<file path="config.mk">
export PLATFORM = sky130hd
export DESIGN_NAME = guest_entry_late_stage_sequencer
export DESIGN_NICKNAME = d
export VERILOG_FILES = /design/src/pkg/gels_pkg.sv /design/src/pkg/entry_check_if.sv /design/src/hw/guest_entry_late_stage_sequencer.sv /design/src/hw/list_entry_checker.sv
export SDC_FILE = /design/constraint.sdc
export NUM_CORES = 2
export LEC_CHECK = 0
export ABC_CLOCK_PERIOD_IN_PS = 9300
export BUFFER_PORTS_ARGS = -buffer_cell sky130_fd_sc_hd__buf_2
export CORE_AREA = 2 2 383 385
export CTS_CLUSTER_SIZE = 40
export DETAILED_ROUTE_END_ITERATION = 8
export DIE_AREA = 0 0 385 387
export PLACE_DENSITY = 0.55
export SYNTH_ARGS = -nofsm -noshare
export SYNTH_HDL_FRONTEND = slang
export SYNTH_HIERARCHICAL = 1
export SYNTH_SLANG_ARGS = --single-unit
export TNS_END_PERCENT = 20
</file>
<file path="constraint.sdc">
create_clock -name clk -period 9.3 [get_ports clk]
set_clock_uncertainty 0.1 [all_clocks]
set_input_delay 0.465 -clock clk [delete_from_list [all_inputs] [get_ports clk]]
set_output_delay 0.465 -clock clk [all_outputs]
set_load 0.03 [all_outputs]
</file>
<file path="src/pkg/gels_pkg.sv">
`default_nettype none
package gels_pkg;
  // Avalon byte offsets.
  localparam logic [5:0] OFS_CTRL = 6'h00;
  localparam logic [5:0] OFS_STATUS = 6'h04;
  localparam logic [5:0] OFS_PTB_LO = 6'h08;
  localparam logic [5:0] OFS_PTB_HI = 6'h0C;
  localparam logic [5:0] OFS_LIST_LO = 6'h10;
  localparam logic [5:0] OFS_LIST_HI = 6'h14;
  localparam logic [5:0] OFS_LIST_CNT = 6'h18;
  localparam logic [5:0] OFS_EVENT = 6'h1C;
  localparam logic [5:0] OFS_SLP_LO = 6'h20;
  localparam logic [5:0] OFS_SLP_HI = 6'h24;
  localparam logic [5:0] OFS_IRQ_STAT = 6'h28;
  localparam logic [5:0] OFS_EXC_MAP = 6'h2C;
  localparam logic [5:0] OFS_FAIL_IDX = 6'h30;
  // Control bits.
  localparam int B_START = 0;
  localparam int B_SLT = 1;
  localparam int B_TAG = 2;
  localparam int B_VIRQ = 3;
  localparam int B_PAE = 4;
  localparam int B_LMA = 5;
  localparam int B_SMM = 6;
  localparam logic [6:0] CTRL_RST = 7'h00;
  // Status bits.
  localparam int ST_BUSY = 0;
  localparam int ST_DONE = 1;
  localparam int ST_FAIL = 2;
  localparam int ST_SSTEP = 3;
  localparam int ST_EXIT = 4;
  // Event information field.
  localparam int EV_VALID = 31;
  localparam int EV_TYPE_LSB = 8;
  localparam logic [2:0] EV_EXT = 3'h0;
  localparam logic [2:0] EV_NMI = 3'h2;
  localparam logic [2:0] EV_HWEXC = 3'h3;
  localparam logic [2:0] EV_SWINT = 3'h4;
  localparam logic [2:0] EV_PRIVSW = 3'h5;
  localparam logic [2:0] EV_SWEXC = 3'h6;
  localparam logic [2:0] EV_OTHER = 3'h7;
  // Pointer table and translation tagging.
  localparam int PTE_COUNT = 4;
  localparam logic [63:0] PTE_STRIDE = 64'h0000_0000_0000_0008;
  localparam logic [15:0] TAG_ZERO = 16'h0000;
  localparam int ROOT_MSB = 51;
  localparam int ROOT_LSB = 12;
  // Register-load list.
  localparam logic [63:0] LIST_STRIDE = 64'h0000_0000_0000_0010;
  localparam logic [31:0] IDX_FS_BASE = 32'hC000_0100;
  localparam logic [31:0] IDX_GS_BASE = 32'hC000_0101;
  localparam logic [23:0] IDX_APIC_HI = 24'h00_0008;
  localparam logic [31:0] RSV_ZERO = 32'h0000_0000;
  typedef enum logic [1:0] {CLS_BENIGN, CLS_CONTRIB, CLS_PAGE} exc_class_t;
endpackage : gels_pkg
`default_nettype wire

</file>
<file path="src/pkg/entry_check_if.sv">
`timescale 1ns/100ps
`default_nettype none
interface entry_check_if (input wire logic clk, input wire logic srst);
  logic [31:0] index;
  logic [31:0] reserved;
  logic in_smm;
  logic smm_only;
  logic forbidden;
  logic gp_fault;
  logic reject;
  modport seq (output index, reserved, in_smm, smm_only, forbidden, gp_fault, input reject, clk, srst);
  modport chk (input index, reserved, in_smm, smm_only, forbidden, gp_fault, clk, srst, output reject);
endinterface : entry_check_if
`default_nettype wire

</file>
<file path="src/hw/guest_entry_late_stage_sequencer.sv">
`timescale 1ns/100ps
`default_nettype none
module guest_entry_late_stage_sequencer
  import gels_pkg::*;
#(
  parameter int LMA_BIT = 10
)
(
  // Clock and reset.
  input wire logic clk,
  input wire logic srst,
  // Avalon-MM register slave.
  input wire logic [5:0] avs_address,
  input wire logic avs_read,
  input wire logic avs_write,
  input wire logic [31:0] avs_writedata,
  output logic [31:0] avs_readdata,
  output logic avs_waitrequest,
  // Control-structure memory reads.
  output logic mem_rd_req,
  output logic [63:0] mem_rd_addr,
  input wire logic mem_rd_ack,
  input wire logic [63:0] mem_rd_data,
  // Guest-state pointer entry fields.
  input wire logic [63:0] guest_pte_field [PTE_COUNT],
  // Loaded pointer table entries.
  output logic [63:0] pointer_table_entry [PTE_COUNT],
  output logic pte_guest_phys,
  // Translation cache control.
  output logic tlb_inv_tag_zero,
  output logic [15:0] tlb_inv_tag,
  output logic [39:0] tlb_inv_root,
  output logic tlb_flush_all,
  // Virtual interrupt state.
  output logic [7:0] requesting_virq_vector,
  output logic [7:0] servicing_virq_vector,
  output logic processor_priority_update,
  output logic virq_evaluate,
  // Address-range monitoring.
  output logic monitor_clear,
  // Register write port.
  output logic msr_wr_valid,
  output logic [31:0] msr_wr_index,
  output logic [63:0] msr_wr_data,
  input wire logic msr_wr_ready,
  input wire logic msr_smm_only,
  input wire logic msr_forbidden,
  input wire logic msr_gp_fault,
  input wire logic msr_needs_flush,
  input wire logic msr_is_mode_reg,
  input wire logic [63:0] msr_cur_value,
  // Event delivery.
  output logic deliver_req,
  output logic [7:0] deliver_vector,
  output logic [2:0] deliver_type,
  input wire logic deliver_done,
  input wire logic nested_valid,
  input wire logic [4:0] nested_vector,
  input wire exc_class_t nested_class,
  input wire exc_class_t inj_class,
  output logic nested_deliver,
  output logic double_fault,
  output logic guest_exit,
  output logic single_step_trap,
  output logic host_state_load
);
  typedef enum logic [3:0] {
    S_IDLE, S_PTE, S_TLB, S_VIRQ_LD, S_VIRQ_PPR, S_VIRQ_EVAL, S_MON,
    S_LIST_LO, S_LIST_HI, S_CHECK, S_WRITE, S_FLUSH, S_EVENT, S_DELIVER, S_HOST, S_FINISH
  } state_t;

  function automatic logic is_vectored(input logic [2:0] t);
    is_vectored = (t == EV_EXT) || (t == EV_NMI) || (t == EV_HWEXC)
               || (t == EV_SWINT) || (t == EV_PRIVSW) || (t == EV_SWEXC);
  endfunction : is_vectored

  state_t state;
  state_t next_state;
  logic [6:0] ctrl;
  logic [4:0] status;
  logic [63:0] ptb;
  logic [63:0] list_base;
  logic [31:0] list_cnt;
  logic [31:0] event_info;
  logic [63:0] slp;
  logic [15:0] irq_stat;
  logic [31:0] exc_map;
  logic [31:0] fail_idx;
  logic [1:0] pte_i;
  logic [31:0] list_i;
  logic [63:0] ent_lo;
  logic [63:0] ent_hi;
  logic flush_due;
  logic ack;

  entry_check_if chk_bus (.clk(clk), .srst(srst));
  list_entry_checker u_chk (.c(chk_bus));
  assign chk_bus.index = ent_lo[31:0];
  assign chk_bus.reserved = ent_lo[63:32];
  assign chk_bus.in_smm = ctrl[B_SMM];
  assign chk_bus.smm_only = msr_smm_only;
  assign chk_bus.forbidden = msr_forbidden;
  assign chk_bus.gp_fault = msr_gp_fault;

  // Register decode.
  wire bus_req = avs_read || avs_write;
  wire wr_now = avs_write && ack;
  wire wr_ctrl = wr_now && (avs_address == OFS_CTRL);
  wire wr_stat = wr_now && (avs_address == OFS_STATUS);
  wire start = wr_ctrl && avs_writedata[B_START] && (state == S_IDLE);
  // Start comes in the same write as the mode bits, so the paging decision reads the incoming word.
  wire [6:0] ctrl_now = wr_ctrl ? {avs_writedata[6:1], 1'b0} : ctrl;
  wire pae_mode = ctrl_now[B_PAE] && !ctrl_now[B_LMA];
  wire [2:0] ev_type = event_info[EV_TYPE_LSB +: 3];
  wire [7:0] ev_vec = event_info[7:0];
  wire ev_valid = event_info[EV_VALID];
  wire list_end = (list_i == list_cnt);
  wire [63:0] list_addr = list_base + (LIST_STRIDE * {32'h0000_0000, list_i});
  wire exc_hit = exc_map[nested_vector];
  wire entry_done = (state == S_FINISH);
  wire entry_fail = (state == S_HOST);
  wire event_exit = (state == S_DELIVER) && deliver_done && nested_valid && exc_hit;
  // The mode flag is kept as it stands, since ordinary writes cannot change it either.
  wire [63:0] wr_value = msr_is_mode_reg
    ? ((ent_hi & ~(64'h1 << LMA_BIT)) | (msr_cur_value & (64'h1 << LMA_BIT)))
    : ent_hi;

  assign avs_waitrequest = bus_req && !ack;

  always_ff @(posedge clk)
  begin
    if (srst || ack)
      ack <= 1'b0;
    else
      ack <= bus_req;
  end

  always_ff @(posedge clk)
  begin
    if (srst)
      avs_readdata <= 32'h0000_0000;
    else if (avs_read && !ack)
    begin
      unique case (avs_address)
        OFS_CTRL: avs_readdata <= {25'h000_0000, ctrl};
        OFS_STATUS: avs_readdata <= {27'h000_0000, status};
        OFS_PTB_LO: avs_readdata <= ptb[31:0];
        OFS_PTB_HI: avs_readdata <= ptb[63:32];
        OFS_LIST_LO: avs_readdata <= list_base[31:0];
        OFS_LIST_HI: avs_readdata <= list_base[63:32];
        OFS_LIST_CNT: avs_readdata <= list_cnt;
        OFS_EVENT: avs_readdata <= event_info;
        OFS_SLP_LO: avs_readdata <= slp[31:0];
        OFS_SLP_HI: avs_readdata <= slp[63:32];
        OFS_IRQ_STAT: avs_readdata <= {16'h0000, irq_stat};
        OFS_EXC_MAP: avs_readdata <= exc_map;
        OFS_FAIL_IDX: avs_readdata <= fail_idx;
        default: avs_readdata <= 32'h0000_0000;
      endcase
    end
  end

  always_ff @(posedge clk)
  begin
    if (srst)
    begin
      ctrl <= CTRL_RST;
      ptb <= 64'h0;
      list_base <= 64'h0;
      list_cnt <= 32'h0;
      event_info <= 32'h0;
      slp <= 64'h0;
      irq_stat <= 16'h0;
      exc_map <= 32'h0;
    end
    else if (wr_now && state == S_IDLE)
    begin
      if (avs_address == OFS_CTRL) ctrl <= {avs_writedata[6:1], 1'b0};
      if (avs_address == OFS_PTB_LO) ptb[31:0] <= avs_writedata;
      if (avs_address == OFS_PTB_HI) ptb[63:32] <= avs_writedata;
      if (avs_address == OFS_LIST_LO) list_base[31:0] <= avs_writedata;
      if (avs_address == OFS_LIST_HI) list_base[63:32] <= avs_writedata;
      if (avs_address == OFS_LIST_CNT) list_cnt <= avs_writedata;
      if (avs_address == OFS_EVENT) event_info <= avs_writedata;
      if (avs_address == OFS_SLP_LO) slp[31:0] <= avs_writedata;
      if (avs_address == OFS_SLP_HI) slp[63:32] <= avs_writedata;
      if (avs_address == OFS_IRQ_STAT) irq_stat <= avs_writedata[15:0];
      if (avs_address == OFS_EXC_MAP) exc_map <= avs_writedata;
    end
  end

  // Sticky result bits: hardware set wins over a write-one clear in the same cycle.
  always_ff @(posedge clk)
  begin
    if (srst)
      status <= 5'h00;
    else
    begin
      status[ST_BUSY] <= (next_state != S_IDLE);
      status[ST_DONE] <= entry_done || entry_fail || (status[ST_DONE] && !(wr_stat && avs_writedata[ST_DONE]));
      status[ST_FAIL] <= entry_fail || (status[ST_FAIL] && !(wr_stat && avs_writedata[ST_FAIL]));
      status[ST_SSTEP] <= single_step_trap || (status[ST_SSTEP] && !(wr_stat && avs_writedata[ST_SSTEP]));
      status[ST_EXIT] <= event_exit || (status[ST_EXIT] && !(wr_stat && avs_writedata[ST_EXIT]));
    end
  end

  always_comb
  begin
    next_state = state;
    unique case (state)
      S_IDLE: if (start) next_state = pae_mode ? S_PTE : S_TLB;
      S_PTE: if (ctrl[B_SLT] || (mem_rd_ack && pte_i == 2'(PTE_COUNT - 1))) next_state = S_TLB;
      S_TLB: next_state = ctrl[B_VIRQ] ? S_VIRQ_LD : S_MON;
      S_VIRQ_LD: next_state = S_VIRQ_PPR;
      S_VIRQ_PPR: next_state = S_VIRQ_EVAL;
      S_VIRQ_EVAL: next_state = S_MON;
      S_MON: next_state = S_LIST_LO;
      S_LIST_LO: if (list_end) next_state = S_FLUSH; else if (mem_rd_ack) next_state = S_LIST_HI;
      S_LIST_HI: if (mem_rd_ack) next_state = S_CHECK;
      S_CHECK: next_state = chk_bus.reject ? S_HOST : S_WRITE;
      S_WRITE: if (msr_wr_ready) next_state = S_LIST_LO;
      S_FLUSH: next_state = S_EVENT;
      S_EVENT: next_state = (ev_valid && is_vectored(ev_type)) ? S_DELIVER : S_FINISH;
      S_DELIVER: if (deliver_done) next_state = S_FINISH;
      S_HOST: next_state = S_IDLE;
      S_FINISH: next_state = S_IDLE;
    endcase
  end

  always_ff @(posedge clk)
  begin
    if (srst)
      state <= S_IDLE;
    else
      state <= next_state;
  end

  // Pointer entries and list walking.
  always_ff @(posedge clk)
  begin
    if (srst)
    begin
      pte_i <= 2'd0;
      list_i <= 32'h0;
      ent_lo <= 64'h0;
      ent_hi <= 64'h0;
      fail_idx <= 32'h0;
      pte_guest_phys <= 1'b0;
      for (int i = 0; i < PTE_COUNT; i++) pointer_table_entry[i] <= 64'h0;
    end
    else
    begin
      if (start)
      begin
        pte_i <= 2'd0;
        list_i <= 32'h0;
      end
      if (state == S_PTE && ctrl[B_SLT])
      begin
        for (int i = 0; i < PTE_COUNT; i++) pointer_table_entry[i] <= guest_pte_field[i];
        pte_guest_phys <= 1'b1;
      end
      else if (state == S_PTE && mem_rd_ack)
      begin
        pointer_table_entry[pte_i] <= mem_rd_data;
        pte_guest_phys <= 1'b0;
        pte_i <= pte_i + 2'd1;
      end
      if (state == S_LIST_LO && mem_rd_ack && !list_end) ent_lo <= mem_rd_data;
      if (state == S_LIST_HI && mem_rd_ack) ent_hi <= mem_rd_data;
      if (state == S_CHECK && chk_bus.reject) fail_idx <= list_i;
      if (state == S_WRITE && msr_wr_ready) list_i <= list_i + 32'h1;
    end
  end

  // Memory read requests hold until acknowledged.
  always_ff @(posedge clk)
  begin
    if (srst)
    begin
      mem_rd_req <= 1'b0;
      mem_rd_addr <= 64'h0;
    end
    else if (state == S_LIST_LO && mem_rd_ack && !list_end)
    begin
      // The high word follows straight on, so the request stays up across the low word's answer.
      mem_rd_req <= 1'b1;
      mem_rd_addr <= list_addr + PTE_STRIDE;
    end
    else if (mem_rd_req && mem_rd_ack)
      mem_rd_req <= 1'b0;
    else if (state == S_PTE && !ctrl[B_SLT] && !mem_rd_req)
    begin
      mem_rd_req <= 1'b1;
      mem_rd_addr <= ptb + (PTE_STRIDE * {62'h0, pte_i});
    end
    else if (state == S_LIST_LO && !list_end && !mem_rd_req)
    begin
      mem_rd_req <= 1'b1;
      mem_rd_addr <= list_addr;
    end
  end

  // Side effects of the sequence: one-cycle pulses, plus root and vector values that hold.
  always_ff @(posedge clk)
  begin
    if (srst)
    begin
      tlb_inv_tag_zero <= 1'b0;
      tlb_inv_tag <= TAG_ZERO;
      tlb_inv_root <= 40'h0;
      tlb_flush_all <= 1'b0;
      requesting_virq_vector <= 8'h00;
      servicing_virq_vector <= 8'h00;
      processor_priority_update <= 1'b0;
      virq_evaluate <= 1'b0;
      monitor_clear <= 1'b0;
      host_state_load <= 1'b0;
      single_step_trap <= 1'b0;
      flush_due <= 1'b0;
    end
    else
    begin
      // Only untagged translations are dropped; guest-physical ones may stay.
      tlb_inv_tag_zero <= (state == S_TLB) && !ctrl[B_TAG];
      tlb_inv_tag <= TAG_ZERO;
      if (state == S_TLB) tlb_inv_root <= slp[ROOT_MSB:ROOT_LSB];
      if (state == S_VIRQ_LD)
      begin
        requesting_virq_vector <= irq_stat[7:0];
        servicing_virq_vector <= irq_stat[15:8];
      end
      processor_priority_update <= (state == S_VIRQ_PPR);
      virq_evaluate <= (state == S_VIRQ_EVAL);
      monitor_clear <= (state == S_MON);
      host_state_load <= entry_fail;
      single_step_trap <= (state == S_EVENT) && ev_valid && ev_type == EV_OTHER && ev_vec == 8'h00;
      if (start) flush_due <= 1'b0;
      else if (state == S_WRITE && msr_wr_ready && msr_needs_flush) flush_due <= 1'b1;
      tlb_flush_all <= (state == S_FLUSH) && flush_due;
    end
  end

  // Register write port, event delivery and nested handling.
  always_ff @(posedge clk)
  begin
    if (srst)
    begin
      msr_wr_valid <= 1'b0;
      msr_wr_index <= 32'h0;
      msr_wr_data <= 64'h0;
      deliver_req <= 1'b0;
      deliver_vector <= 8'h00;
      deliver_type <= 3'h0;
      nested_deliver <= 1'b0;
      double_fault <= 1'b0;
      guest_exit <= 1'b0;
    end
    else
    begin
      msr_wr_valid <= (next_state == S_WRITE) && !(state == S_WRITE && msr_wr_ready);
      if (state == S_CHECK)
      begin
        msr_wr_index <= ent_lo[31:0];
        msr_wr_data <= wr_value;
      end
      deliver_req <= (next_state == S_DELIVER) && !deliver_done;
      if (state == S_EVENT)
      begin
        deliver_vector <= ev_vec;
        deliver_type <= ev_type;
      end
      nested_deliver <= (state == S_DELIVER) && deliver_done && nested_valid && !exc_hit;
      double_fault <= (state == S_DELIVER) && deliver_done && nested_valid && !exc_hit
                   && nested_class != CLS_BENIGN && inj_class != CLS_BENIGN;
      guest_exit <= event_exit;
    end
  end

  logic mon_seen;
  always_ff @(posedge clk)
  begin
    if (srst || start)
      mon_seen <= 1'b0;
    else if (monitor_clear)
      mon_seen <= 1'b1;
  end

  property p_pte_pae;
    @(posedge clk) disable iff (srst)
    (state == S_PTE) |-> (ctrl[B_PAE] && !ctrl[B_LMA]);
  endproperty
  a_pte_pae: assert property (p_pte_pae) else $error("pointer load outside extension mode");

  property p_inv_tag;
    @(posedge clk) disable iff (srst)
    (state == S_TLB) |=> (tlb_inv_tag_zero == !ctrl[B_TAG]) && (tlb_inv_root == slp[ROOT_MSB:ROOT_LSB]);
  endproperty
  a_inv_tag: assert property (p_inv_tag) else $error("tag zero invalidation wrong");

  property p_virq_order;
    @(posedge clk) disable iff (srst)
    (state == S_VIRQ_LD) |=> ##1 processor_priority_update ##1 virq_evaluate;
  endproperty
  a_virq_order: assert property (p_virq_order) else $error("virq sequence out of order");

  property p_mon;
    @(posedge clk) disable iff (srst)
    entry_done |-> mon_seen;
  endproperty
  a_mon: assert property (p_mon) else $error("entry finished without monitor clear");

  property p_fail_host;
    @(posedge clk) disable iff (srst)
    (state == S_CHECK && chk_bus.reject) |-> ##2 host_state_load && status[ST_FAIL];
  endproperty
  a_fail_host: assert property (p_fail_host) else $error("rejected entry did not load host");

  property p_mode_keep;
    @(posedge clk) disable iff (srst)
    (state == S_CHECK && msr_is_mode_reg) |=> msr_wr_data[LMA_BIT] == $past(msr_cur_value[LMA_BIT]);
  endproperty
  a_mode_keep: assert property (p_mode_keep) else $error("long-mode flag changed by list");

  property p_after_list;
    @(posedge clk) disable iff (srst)
    deliver_req |-> list_end && !msr_wr_valid;
  endproperty
  a_after_list: assert property (p_after_list) else $error("event before list complete");

  property p_sstep;
    @(posedge clk) disable iff (srst)
    single_step_trap |-> $past(ev_type) == EV_OTHER && $past(ev_vec) == 8'h00 && !deliver_req;
  endproperty
  a_sstep: assert property (p_sstep) else $error("single-step trap without type 7 vector 0");

  property p_exit;
    @(posedge clk) disable iff (srst)
    (state == S_DELIVER && deliver_done && nested_valid) |=> (guest_exit == $past(exc_hit)) && (nested_deliver != guest_exit);
  endproperty
  a_exit: assert property (p_exit) else $error("nested exception routed wrongly");

  property p_flush;
    @(posedge clk) disable iff (srst)
    (state == S_WRITE && msr_wr_ready && msr_needs_flush) |-> ##[1:300] tlb_flush_all || host_state_load;
  endproperty
  a_flush: assert property (p_flush) else $error("flush missing after list write");
endmodule : guest_entry_late_stage_sequencer
`default_nettype wire

</file>
<file path="src/hw/list_entry_checker.sv">
`timescale 1ns/100ps
`default_nettype none
module list_entry_checker
  import gels_pkg::*;
(
  entry_check_if.chk c
);
  wire seg_base = (c.index == IDX_FS_BASE) || (c.index == IDX_GS_BASE);
  wire apic_range = (c.index[31:8] == IDX_APIC_HI);
  wire smm_bad = c.smm_only && !c.in_smm;
  wire rsv_bad = (c.reserved != RSV_ZERO);
  assign c.reject = seg_base || apic_range || smm_bad || c.forbidden || rsv_bad || c.gp_fault;

  property p_rsv;
    @(posedge c.clk) disable iff (c.srst)
    (c.reserved != RSV_ZERO) |-> c.reject;
  endproperty
  a_rsv: assert property (p_rsv) else $error("reserved bits set but entry taken");

  property p_apic;
    @(posedge c.clk) disable iff (c.srst)
    (c.index[31:8] == IDX_APIC_HI) |-> c.reject;
  endproperty
  a_apic: assert property (p_apic) else $error("controller range entry taken");

  property p_clean;
    @(posedge c.clk) disable iff (c.srst)
    (!seg_base && !apic_range && !c.smm_only && !c.forbidden && c.reserved == RSV_ZERO && !c.gp_fault)
      |-> !c.reject;
  endproperty
  a_clean: assert property (p_clean) else $error("clean entry rejected");
endmodule : list_entry_checker
`default_nettype wire

</file>
==> flow_summary_export.csv <==
group,metric,value,unit
sta,clock.fmax,0.175,GHz
setup_path,start_kind,"flop",
finish,nets,7946,
yosys,async_flop_share,0,
sta,min_period_over_period,0.616,
sta,setup_slack,3.57,ns
routing,drtAntennaViolNets,0,
sta,finalMaxSlewViolations,0,
setup_path,crit_arrival,6.19,ns
power_and_ir_drop,powerDensity,178,nW/um2
clocking,cts_max_level,3,
yosys,synth_area,48300,um2
routing,wl,267000,um
finish,fillers,14800,
routing,firstDrtPassIters,9,
clocking,cts_setup_buffers,0,
setup_path,crit_required,9.76,ns
yosys,netlist.area_leader.share,0.433,
status,status,"finished with violations",
sta,setup_viol,0,
place,portBuffers,910,
clocking,tritoncts,"done",
worst_hold_path,hold_path.class,"in2reg",
yosys,synth_common_cells,"nand2_1 (1709), dfxtp_1 (1044), a21oi_1 (871), nor2_1 (542), clkbuf_1 (493)",
sta,slew_headroom,0.0670,
finish,drive_gt1_frac,0.173,
routing,dr_total_vias,54100,
sta,holdWs,0.0452,ns
place,finalWeightedCongestion,0.968,
status,violations,"design-rule violations",
clocking,cts_sinks,1044,
place,place.detailed.hpwl,192000,um
yosys,ys_seq_area_frac,0.433,
yosys,syn_inst,6407,
yosys,ys.warnings.count,6,
place,dpl.cell_count,8782,
routing,drt_iter0_markers,5534,
grt,grt_start_max_net_pins,160,
clocking,clock-root-buffer,"clkbuf_16",
setup_path,cp-startpoint,"list_i[12]",
setup_path,crit_fanout,9,
setup_path,r2r_cells,11,
yosys,synth-seq-cells,1044,
sta,rsz0062_at_grt,"false",
finish,final_cell_count_no_fill,9503,
clocking,cts_hold_buf,475,
die,die_x,385,um
yosys,synthDistinctLibCells,93,
routing,routedWlPerCell,28.1,um
power_and_ir_drop,ir_worst_vdd,0.000166,V
clocking,clk_latency,0.78,ns
clocking,post_cts_resized,0,
clocking,cts_buffers,118,
finish,areaGrowthSynthToFinish,30.6,%
finish,seq_area,20900,um2
worst_hold_path,min_path_cells,3,
grt,gr-total-overflow,0,
place,dp_worst_setup_slack,3.76,ns
grt,grt_pass1_wl,371000,um
job,maxCapViolCount,0,
power_and_ir_drop,p_leak,0.0238,uW
die,core,145000,um2
die,design.die.area,149000,um2
yosys,synth-edff-count,0,
yosys,avgSynthCellArea,7.53,um2
setup_path,endpoint_kind,"flop",
yosys,synth_most_common_cell,"nand2_1",
sta,worstMarginPinSlew,1.39,ns
die,initial_core_util,0.333,
worst_hold_path,hold_path.startpoint,"guest_pte_field[244]",
die,rows,140,
yosys,yosys.area.top_type,"dfxtp_1",
sta,fin_crit,5.73,ns
die,io_pins,990,
finish,multiInputGateArea,25400,um2
setup_path,r2r-start,"list_i[12]",
routing,viasPerCell,5.69,
setup_path,crit_type,"reg2reg",
sta,fin_setup_tns,0,ns
grt,grt_pass1_vias,49700,
die,fp.dieH,387,um
grt,antenna_found_initial,37,
yosys,synth_area_leaders,"dfxtp_1 (43%), nand2_1 (13%), a21oi_1 (9.0%)",
clocking,clk_pin_slew,0.06,ns
clocking,clockBufferDepth,3,
yosys,synth-main-ff-cell,"dfxtp_1",
grt,grt_usage,0.341,
sta,hold_viol,0,
routing,drc,1,
-- layout by cell type, fill, tap and decap left out, drive strengths merged, types with 11 or more instances in the layout --
cell type and instances:
dlygate4sd3 475, o21a 11, and3 42, xor2 103, bufinv 11, clkinv 34, inv 34, a221oi 49
nand3 280, nor3 101, a21oi 873, or2 21, a311oi 201, nor2 542, buf 998, o32ai 19
a222oi 41, nand2b 14, a211oi 81, nor4 46, diode 27, a22oi 24, clkbuf 164, conb 16
o211ai 15, xnor2 86, or3 29, nand4 52, and4 14, nand2 1709, o21ai 127, and2 12
dfxtp 1044, nor2b 12, mux2i 30, o22ai 15, a31oi 33, ha 40, a21o 14
-- layer usage --
| metal | vias to the layer above | part of all wire | track usage |
|---|---|---|---|
| met5 | - | 0.00056 | 0 |
| met4 | 24 | 0.096 | 0.272 |
| met3 | 708 | 0.092 | 0.0775 |
| met2 | 2869 | 0.44 | 0.529 |
| met1 | 26100 | 0.37 | 0.405 |
| li1 | 24500 | - | - |
-- worst paths after layout --
path                            slack [ns]                  endpoint
worst min-delay path                  0.05  pointer_table_entry[244]
worst max-delay path                  3.57           mem_rd_addr[55]
worst max register to register        3.57           mem_rd_addr[55]
worst min register to register        0.34           msr_wr_data[24]
-- cells by family after synthesis --
group / Yosys count / synth area share
AOI/OAI and AO/OA: 1584 / 0.206
xor gates and xnor gates: 189 / 0.0343
adders and majority gates: 42 / 0.0112
buffers and inverters: 587 / 0.0478
DFF: 1044 / 0.433
muxes: 47 / 0.0125
other: 1 / 0.0000777
and+or+nand+nor: 2913 / 0.255
-- critical path, stage by stage, from the launching register on --
cell and delay [ns]:
dfxtp_1 0.38, ha_1 0.59, nand4_1 0.22, nor4_1 0.59
o21ai_1 0.46, a311oi_1 0.90, nand3_1 0.28, or3b_1 0.61
or4_1 0.68, nor4b_1 0.40, xor2_1 0.20, o32ai_1 0.09
-- where the power goes --
part	internal (uW)	total, uW	switching (uW)
clock	2850	4980	2130
combinational	449	1560	1110
sequential	4600	4700	102
total	7900	11200	3340
-- final cells by class --
class                           instances  area share
Clock inverter                         55      0.0114
Antenna cell                           27     0.00107
Inverter                               32     0.00191
Sequential cell                      1044       0.332
Clock buffer                          164      0.0536
Multi-Input combinational cell       4791       0.404
Tap cell                             1917      0.0381
Timing Repair Buffer                 1473       0.159
-- flip-flops by register name (all words and copies together) (netlist names), 40 cells and up --
signal and flops:
mem_rd_addr 64, ptb 64, ent_hi 64, msr_wr_data 64, slp 64, list_base 64, tlb_inv_root 40, ent_lo 64
pointer_table_entry 256
-- stage by stage --
step	utilization	total power (uW)	area [um2]
finish	0.435	11200	63000
global route	0.435	11600	63000
CTS	0.435	11300	62900
detailed placement	0.373	6180	54100
global placement	0.373	6180	54100
floorplan	-	5540	48300
Note: power is estimated with default switching activity, not from simulation.
